### src/common/pfl_regs.svh
`ifndef PFL_REGS_SVH
`define PFL_REGS_SVH

// ==========================================================
// register offsets
`define PFL_ADDR_W            8
`define PFL_CONV_FLAGS_OFS    8'h22
`define PFL_BOOST_FLAGS_OFS   8'h23
`define PFL_MON_FLAGS_OFS     8'h24
`define PFL_TOP_STATUS_OFS    8'h25

// ==========================================================
// converter event flag positions
`define PFL_CONV_B1_GOOD_BIT  6
`define PFL_CONV_B1_SHORT_BIT 5
`define PFL_CONV_B1_LIMIT_BIT 4
`define PFL_CONV_B0_GOOD_BIT  2
`define PFL_CONV_B0_SHORT_BIT 1
`define PFL_CONV_B0_LIMIT_BIT 0
`define PFL_CONV_FLAG_MASK    8'h77

// ==========================================================
// boost event flag positions
`define PFL_BOOST_GOOD_BIT    2
`define PFL_BOOST_SHORT_BIT   1
`define PFL_BOOST_LIMIT_BIT   0
`define PFL_BOOST_FLAG_MASK   8'h07

// ==========================================================
// monitor event flag positions
`define PFL_MON2_GOOD_BIT     4
`define PFL_MON1_GOOD_BIT     2
`define PFL_ANA_GOOD_BIT      0
`define PFL_MON_FLAG_MASK     8'h15

// ==========================================================
// top live status positions
`define PFL_TOP_SYNC_BIT      3
`define PFL_TOP_TSD_BIT       2
`define PFL_TOP_TWARN_BIT     1
`define PFL_TOP_OVP_BIT       0

// ==========================================================
// reset values
`define PFL_FLAGS_RESET       8'h00
`define PFL_TOP_RESET         8'h00

`endif

### src/common/pfl_pkg.sv
package pfl_pkg;

	typedef struct packed
	{
		logic [7:0] conv_flags;
		logic [7:0] boost_flags;
		logic [7:0] mon_flags;
		logic [7:0] top_status;
		logic [7:0] rdata;
	} pfl_state_type;

endpackage

### src/core/pfl_fault_latch.sv
`include "pfl_regs.svh"

// Operation
// - second step-down good event sets bit 6
// - second step-down short event sets bit 5
// - second step-down limit event sets bit 4
// - first step-down good event sets bit 2
// - first step-down short event sets bit 1
// - first step-down limit event sets bit 0
// - boost good event sets boost bit 2
// - boost short event sets boost bit 1
// - boost limit event sets boost bit 0
// - second monitor good event sets bit 4
// - first monitor good event sets bit 2
// - analog supply good event sets bit 0
// - top bit 3 high when sync clock invalid
// - top bit 2 follows thermal shutdown
// - top bit 1 follows thermal warning
// - top bit 0 follows input overvoltage
// - top bits 7-4 read zero, reset zero
// - converter summary high while any flag set
// - boost summary high while any flag set
// - monitor summary high while any flag set
module pfl_fault_latch
(
	input  wire logic       sys_clk,
	input  wire logic       rst_b,
	input  wire logic [7:0] reg_addr,
	input  wire logic [7:0] reg_wdata,
	input  wire logic       reg_write,
	input  wire logic       reg_read,
	output logic      [7:0] reg_rdata,
	input  wire logic       second_step_down_good_evt,
	input  wire logic       second_step_down_short_evt,
	input  wire logic       second_step_down_limit_evt,
	input  wire logic       first_step_down_good_evt,
	input  wire logic       first_step_down_short_evt,
	input  wire logic       first_step_down_limit_evt,
	input  wire logic       step_up_good_evt,
	input  wire logic       step_up_short_evt,
	input  wire logic       step_up_limit_evt,
	input  wire logic       second_ext_monitor_good_evt,
	input  wire logic       first_ext_monitor_good_evt,
	input  wire logic       analog_supply_good_evt,
	input  wire logic       sync_clock_input_invalid,
	input  wire logic       thermal_shutdown_live,
	input  wire logic       thermal_warning_live,
	input  wire logic       input_overvoltage_live,
	output logic            converter_summary_irq,
	output logic            step_up_summary_irq,
	output logic            monitor_summary_irq
);

	pfl_pkg::pfl_state_type state_q;
	pfl_pkg::pfl_state_type state_d;
	logic [7:0]             conv_evt;
	logic [7:0]             boost_evt;
	logic [7:0]             mon_evt;
	logic [7:0]             top_live;

	// ==========================================================
	// event vectors
	// short-circuit detection (undervoltage and the 1 ms start-up
	// timeout) lives in the analog side; it arrives here as one pulse
	always_comb
	begin
		conv_evt                            = 8'h00;
		conv_evt[`PFL_CONV_B1_GOOD_BIT]     = second_step_down_good_evt;
		conv_evt[`PFL_CONV_B1_SHORT_BIT]    = second_step_down_short_evt;
		conv_evt[`PFL_CONV_B1_LIMIT_BIT]    = second_step_down_limit_evt;
		conv_evt[`PFL_CONV_B0_GOOD_BIT]     = first_step_down_good_evt;
		conv_evt[`PFL_CONV_B0_SHORT_BIT]    = first_step_down_short_evt;
		conv_evt[`PFL_CONV_B0_LIMIT_BIT]    = first_step_down_limit_evt;
		boost_evt                           = 8'h00;
		boost_evt[`PFL_BOOST_GOOD_BIT]      = step_up_good_evt;
		boost_evt[`PFL_BOOST_SHORT_BIT]     = step_up_short_evt;
		boost_evt[`PFL_BOOST_LIMIT_BIT]     = step_up_limit_evt;
		mon_evt                             = 8'h00;
		mon_evt[`PFL_MON2_GOOD_BIT]         = second_ext_monitor_good_evt;
		mon_evt[`PFL_MON1_GOOD_BIT]         = first_ext_monitor_good_evt;
		mon_evt[`PFL_ANA_GOOD_BIT]          = analog_supply_good_evt;
		top_live                            = 8'h00;
		top_live[`PFL_TOP_SYNC_BIT]         = sync_clock_input_invalid;
		top_live[`PFL_TOP_TSD_BIT]          = thermal_shutdown_live;
		top_live[`PFL_TOP_TWARN_BIT]        = thermal_warning_live;
		top_live[`PFL_TOP_OVP_BIT]          = input_overvoltage_live;
	end

	// ==========================================================
	// flag update
	// flag bits: set | (held & ~w1c); reserved bits: plain storage
	function automatic logic [7:0] pfl_update
	(
		input logic [7:0] cur,
		input logic [7:0] evt,
		input logic [7:0] mask,
		input logic       wr,
		input logic [7:0] wdata
	);
		logic [7:0] clr;
		clr = wr ? wdata : 8'h00;
		pfl_update = (evt & mask) | (cur & mask & ~clr)
			| (mask ^ 8'hff) & (wr ? wdata : cur);
	endfunction

	always_comb
	begin
		state_d            = state_q;
		state_d.conv_flags = pfl_update(state_q.conv_flags, conv_evt, `PFL_CONV_FLAG_MASK,
			reg_write && reg_addr == `PFL_CONV_FLAGS_OFS, reg_wdata);
		state_d.boost_flags = pfl_update(state_q.boost_flags, boost_evt, `PFL_BOOST_FLAG_MASK,
			reg_write && reg_addr == `PFL_BOOST_FLAGS_OFS, reg_wdata);
		state_d.mon_flags  = pfl_update(state_q.mon_flags, mon_evt, `PFL_MON_FLAG_MASK,
			reg_write && reg_addr == `PFL_MON_FLAGS_OFS, reg_wdata);
		// registered copy of live inputs keeps read data glitch free
		state_d.top_status = top_live;
		state_d.rdata      = 8'h00;
		if (reg_read)
		begin
			unique case (reg_addr)
				`PFL_CONV_FLAGS_OFS:  state_d.rdata = state_q.conv_flags;
				`PFL_BOOST_FLAGS_OFS: state_d.rdata = state_q.boost_flags;
				`PFL_MON_FLAGS_OFS:   state_d.rdata = state_q.mon_flags;
				`PFL_TOP_STATUS_OFS:  state_d.rdata = state_q.top_status;
				default:              state_d.rdata = 8'h00;
			endcase
		end
	end

	// ==========================================================
	// state register
	always_ff @(posedge sys_clk or negedge rst_b)
	begin
		if (!rst_b)
		begin
			state_q.conv_flags  <= `PFL_FLAGS_RESET;
			state_q.boost_flags <= `PFL_FLAGS_RESET;
			state_q.mon_flags   <= `PFL_FLAGS_RESET;
			state_q.top_status  <= `PFL_TOP_RESET;
			state_q.rdata       <= 8'h00;
		end
		else
		begin
			state_q <= state_d;
		end
	end

	// ==========================================================
	// outputs
	// summaries ignore reserved storage bits
	assign reg_rdata             = state_q.rdata;
	assign converter_summary_irq = |(state_q.conv_flags & `PFL_CONV_FLAG_MASK);
	assign step_up_summary_irq   = |(state_q.boost_flags & `PFL_BOOST_FLAG_MASK);
	assign monitor_summary_irq   = |(state_q.mon_flags & `PFL_MON_FLAG_MASK);

endmodule // pfl_fault_latch

### config.mk
export PLATFORM = sky130hd
export DESIGN_NAME = pfl_fault_latch
export DESIGN_NICKNAME = d
export VERILOG_FILES = /design/src/common/pfl_pkg.sv /design/src/core/pfl_fault_latch.sv
export VERILOG_INCLUDE_DIRS = /design/src /design/src/common
export SDC_FILE = /design/constraint.sdc
export NUM_CORES = 1
export LEC_CHECK = 0
export BUFFER_PORTS_ARGS = -buffer_cell sky130_fd_sc_hd__clkbuf_2
export CAP_MARGIN = 30
export CORE_ASPECT_RATIO = 1.1
export CORE_UTILIZATION = 51
export CTS_CLUSTER_DIAMETER = 100
export DETAILED_ROUTE_END_ITERATION = 10
export HOLD_SLACK_MARGIN = 0.08
export PLACE_DENSITY = 0.87
export SKIP_LAST_GASP = 1
export SLEW_MARGIN = 20
export SYNTH_ARGS = -nofsm -noshare
export SYNTH_HDL_FRONTEND = slang
export SYNTH_SLANG_ARGS = --single-unit
### constraint.sdc
create_clock -name sys_clk -period 1.2 [get_ports sys_clk]
set_input_delay 0 -clock sys_clk [delete_from_list [all_inputs] [get_ports sys_clk]]
set_output_delay 0 -clock sys_clk [all_outputs]
set_load 0.02 [all_outputs]
Yosys cells after proc, flatten, opt, wreduce, memory -nomap -nowiden
Index checks and enable logic that the tools add are counted.
{ "op_classes": {"div_mod_pow": 0, "n_bitwise": 12, "n_eq_ne": 4, "n_lt_le_gt_ge": 0, "mux": 8, "reduce_logical": 6, "addsub": 0, "n_shift": 0, "mul": 0} }
{ "op_table": {"columns": ["cell", "count"], "rows": [
  ["$mux W8", 7],
  ["$eq A8 B6 Y1 const B", 4],
  ["$pmux W8 S4", 1],
  ["$not A8 Y8", 3],
  ["$or A8 B8 Y8", 3],
  ["$and A3 B8 Y8", 1],
  ["$and A5 B8 Y8", 1],
  ["$and A7 B8 Y8", 1],
  ["$or A3 B8 Y8", 1],
  ["$or A5 B8 Y8", 1],
  ["$or A7 B8 Y8", 1],
  ["$reduce_or A3 Y1", 2],
  ["$reduce_or A6 Y1", 1],
  ["$logic_and A1 B1 Y1", 3]
]} }
{ "totals": {"ram_bits": 0, "memories": 0, "register_bits": 36, "output_inout_bits": 11, "latchBits": 0, "mem_bits_ro": 0, "elab_cells": 35} }

Depth between registers and ports, before layout
{ "logic_depth": {"depth_word": 7, "mapped_depth": 5, "depth_no_buf": 3} }

Least setup slack after synthesis
No wires, ideal clock.
{ "synth_timing": {"path_type": "in2reg", "startpoint": "input reg_addr[7]", "endpoint": "register state_q[35] (netlist bit)", "path_slack_ns": 0.082, "t_arrival_ns": 0.993, "path_stages": 4, "cell_sequence": "nor4b_4 and4b_1 buf_4 mux2_2"} }
{ "synth_between": {"elab_chain_len": 7, "elab_cells_between_ends": 8} }
{ "synth_lines": {"columns": ["item", "line_no", "source"], "rows": [
  ["from (decl)", "pfl_fault_latch.sv:28", "input wire logic [7:0] reg_addr,"],
  ["$eq A8 B6 Y1 *", null, null],
  ["$logic_and A1 B1 Y1 (no line) *", null, null],
  ["$mux W8", "pfl_fault_latch.sv:101", "clr = wr ? wdata : 8'h00;"],
  ["$not A8 Y8", "pfl_fault_latch.sv:102", "pfl_update = (evt & mask) | (cur & mask & ~clr)"],
  ["$and A7 B8 Y8", "pfl_fault_latch.sv:102", null],
  ["$or A7 B8 Y8", "pfl_fault_latch.sv:102", null],
  ["$or A8 B8 Y8 *", "pfl_fault_latch.sv:103", "| (mask ^ 8'hff) & (wr ? wdata : cur);"],
  ["to (signal assigned)", "pfl_fault_latch.sv:144", "state_q <= state_d;"],
  ["to (decl)", "pfl_fault_latch.sv:54", "pfl_pkg::pfl_state_type state_q;"]
]} }
Mark *: on every way between the ends. The rest lies on a longest branch, timed or not.

Final worst setup path
{ "layout_timing": {"startpoint": "register state_q[25] (netlist bit)", "endpoint": "output step_up_summary_irq"} }
{ "layout_between": {"elab_chain_len": 1} }
{ "layout_lines": {"columns": ["item", "line_no", "source"], "rows": [
  ["$reduce_or A3 Y1", "pfl_fault_latch.sv:153", "assign step_up_summary_irq = |(state_q.boost_flags & `PFL_BOOST_FLAG_MASK);"],
  ["to (decl)", "pfl_fault_latch.sv:50", "output logic step_up_summary_irq,"]
]} }
No other way between the ends.

==> flow_summary_export.csv <==
group,metric,value,unit
global_route,overall_global_routing_resource_usage,0.2514,
routing,dr.pass1.iters,4,
place,dp_hpwl,2349,µm
clocking,clock_tree_from_tritoncts,"built",
routing,drtIter0Drc,32,
timing,max-slew-margin-rel,0.7044,
timing,slew_violations,0,
timing,setup_ws,-0.09901,ns
cells_and_area,area_growth,42.07,%
clocking,cts_inserted_buffers,5,
routing,drt_wl_total,3987,µm
routing,route.detailed.vias_per_inst,5.390,
cells_and_area,drive_above_1_share,0.4516,
floorplan,rows,21,
floorplan,initial_cell_density_of_the_core,0.5389,
timing,final.hold.worst_slack,0.1131,ns
floorplan,design.core.area,3074,µm²
global_route,first_pass_grt_wire_length,6320,µm
place,io_buffers,46,
routing,average_wire_per_cell_in_the_routed_design,15.88,µm
power,total_leakage_power,1.141,nW
run_status,outcome,"finished with violations",
floorplan,die_y,61.78,µm
synth,yosysSeqAreaShare,0.5438,
clocking,cts-htree-levels,2,
timing,final_layout_setup_total_negative_slack,-0.2750,ns
clocking,clockBufferDepth,2,
timing,fmaxAchievable,769.8,MHz
synth,synth_cell_types,23,
synth,synth_area,1657,µm²
floorplan,die-area,3480,µm²
worst_setup_path,setup.worst_path.end_class,"primary output",
global_route,first_global_vias,1365,
place,place_worst_setup_slack,-0.09099,ns
timing,setup_violations,3,
timing,fin_crit,1.299,ns
synth,syn-mean-instance-area,12.46,µm²
worst_setup_path,worstPathArrival,1.30,ns
floorplan,die_span_in_x,56.34,µm
worst_setup_path,worst_ep_required_time,1.20,ns
clocking,cts.clk_slew.worst_paths,0.10,ns
floorplan,io_pins,47,
timing,finalClockSkew,0.005099,ns
routing,route.vias.total,1353,
timing,rsz0062_at_grt,"true",
hold_path,hold_class,"in -> reg",
timing,worst_slew_pin_slew,0.4434,ns
clocking,clk-insertion-delay-late,0.35,ns
place,gpl.final_weighted_congestion,0.8077,
routing,postRouteAntennaNets,0,
routing,drc_errors,0,
cells_and_area,fillers,193,
place,placedCellCount,209,
run_status,failing_checks,"negative setup slack",
cells_and_area,final_cells,251,
cells_and_area,diodes,0,
synth,synth.ff_latch_count,36,
synth,postSynthCellCount,133,
power,peakVddDrop,1208,µV
timing,finalHoldViolCount,0,
timing,final_min_period_over_clock_period,1.083,
global_route,number_of_antenna_violations_at_the_first_check_in_global_routing,0,
global_route,grt_max_degree,37,
clocking,clkSinkCount,36,
job,max_cap_viol_count,0,
cells_and_area,final_net_count,252,
power,cellPowerDensity,1061,nW/µm²
synth,synth-warning-count,0,
global_route,globalRoute.totalOverflow,0,
clocking,cts_root_buf,"sky130_fd_sc_hd__clkbuf_4",
worst_setup_path,worst-setup-path-type,"reg -> out",
worst_setup_path,cp_max_fo,2,
synth,synthesis.nets,169,
worst_setup_path,critPathLaunchType,"flop",
-- Yosys cell counts (all sizes together) --
library cell	instances	share of area
a22oi	4	0.018
a31oi	6	0.023
and2b	2	0.011
and4b	1	0.0060
buf	11	0.048
dfrtp	36	0.54
inv	6	0.014
mux2	16	0.11
mux2i	8	0.048
nand2	2	0.0045
nand2b	8	0.030
nand3	1	0.0060
nand4	1	0.0076
nor2	15	0.034
nor3b	1	0.011
nor4	1	0.0038
nor4b	2	0.020
o22a	10	0.055
or3	2	0.0076
-- final timing paths --
kind                            slack [ns]  depth (start not counted)                     from                      end
worst max-delay path                  -0.1                          2    state_q[25]$_DFF_PN0_      step_up_summary_irq
worst min-delay path                  0.11                          4              reg_addr[2]   reg_rdata[1]$_DFF_PN0_
worst max register to register        0.07                          4    state_q[36]$_DFF_PN0_   reg_rdata[4]$_DFF_PN0_
worst min register to register        0.52                          1  state_q[17]$_DFFE_PN0N_  state_q[17]$_DFFE_PN0N_
max in group asynchronous             0.66                          3                    rst_b    state_q[32]$_DFF_PN0_
min in group asynchronous             0.21                          3                    rst_b    state_q[20]$_DFF_PN0_
-- placed cells by master, fill, tap and decap left out, types with 2 or more instances in the layout --
master and count:
sky130_fd_sc_hd__inv_1 6, sky130_fd_sc_hd__dlygate4sd3_1 25, sky130_fd_sc_hd__clkbuf_8 2, sky130_fd_sc_hd__clkbuf_2 43, sky130_fd_sc_hd__buf_4 16, sky130_fd_sc_hd__a31oi_1 6
sky130_fd_sc_hd__mux2_2 16, sky130_fd_sc_hd__o22a_2 3, sky130_fd_sc_hd__clkbuf_4 5, sky130_fd_sc_hd__a22oi_1 3, sky130_fd_sc_hd__dfrtp_1 35, sky130_fd_sc_hd__nand2b_1 8
sky130_fd_sc_hd__nand2_1 2, sky130_fd_sc_hd__nor2_1 15, sky130_fd_sc_hd__buf_6 2, sky130_fd_sc_hd__o22a_1 7, sky130_fd_sc_hd__mux2i_1 8
-- sequential cells by signal (all words and copies together) (netlist names) --
register	count
state_q	28
reg_rdata	8
-- where the power goes --
group / internal, mW / switching (mW) / total (mW)
clock network: 0.553 / 0.396 / 0.949
registers: 1.24 / 0.0140 / 1.25
logic: 0.168 / 0.127 / 0.295
total: 1.96 / 0.537 / 2.50
-- per-layer routing --
metal / part of all wire / routed length [µm] / global-route usage
met5: 0 / 0 / 0
met2: 0.50 / 2007 / 0.4320
met4: 0.022 / 87 / 0.1080
met1: 0.41 / 1624 / 0.3005
met3: 0.067 / 268 / 0.07867
-- final cells by class --
type | count | area (µm²) | share of cell area
sequential | 36 | 902.1 | 0.3833
multi-input combinational | 80 | 678.2 | 0.2881
timing repair buffer | 87 | 613.1 | 0.2605
clock buffer | 7 | 65.06 | 0.02764
tap | 34 | 42.54 | 0.01808
clock inverter | 1 | 30.03 | 0.01276
inverter | 6 | 22.52 | 0.009569
-- cell families after synthesis --
kind of cell           Yosys count  synth area share
multiplexers                    24            0.1571
AO/OA/AOI/OAI                   20           0.09593
flip-flops                      36            0.5438
AND/OR/NAND/NOR                 36            0.1412
buffers and inverters           17           0.06193
-- repair_timing --
action	4_1_cts	5_1_grt
buffers inserted	6	3
resized for setup	3	9
pin swaps	1	3
hold buffers	25	0
endpoints found under the setup margin	3	4
endpoints found under the hold margin	64	0
cloned	0	0
-- worst max-delay path, stage by stage (launching register included) --
cell	delay, ns
sky130_fd_sc_hd__dfrtp_1	0.42
sky130_fd_sc_hd__or3_4	0.40
sky130_fd_sc_hd__buf_6	0.14
-- through the flow --
step                      utilization  total power, mW  instance area [µm²]
after floorplan                     -            1.374                 1657
after global placement         0.6186            1.488                 1902
after detailed placement       0.6186            1.496                 1902
after CTS                      0.7513            2.497                 2310
after global routing           0.7656            2.597                 2354
final                          0.7656            2.497                 2354
Note: power is estimated with default switching activity, not from simulation.
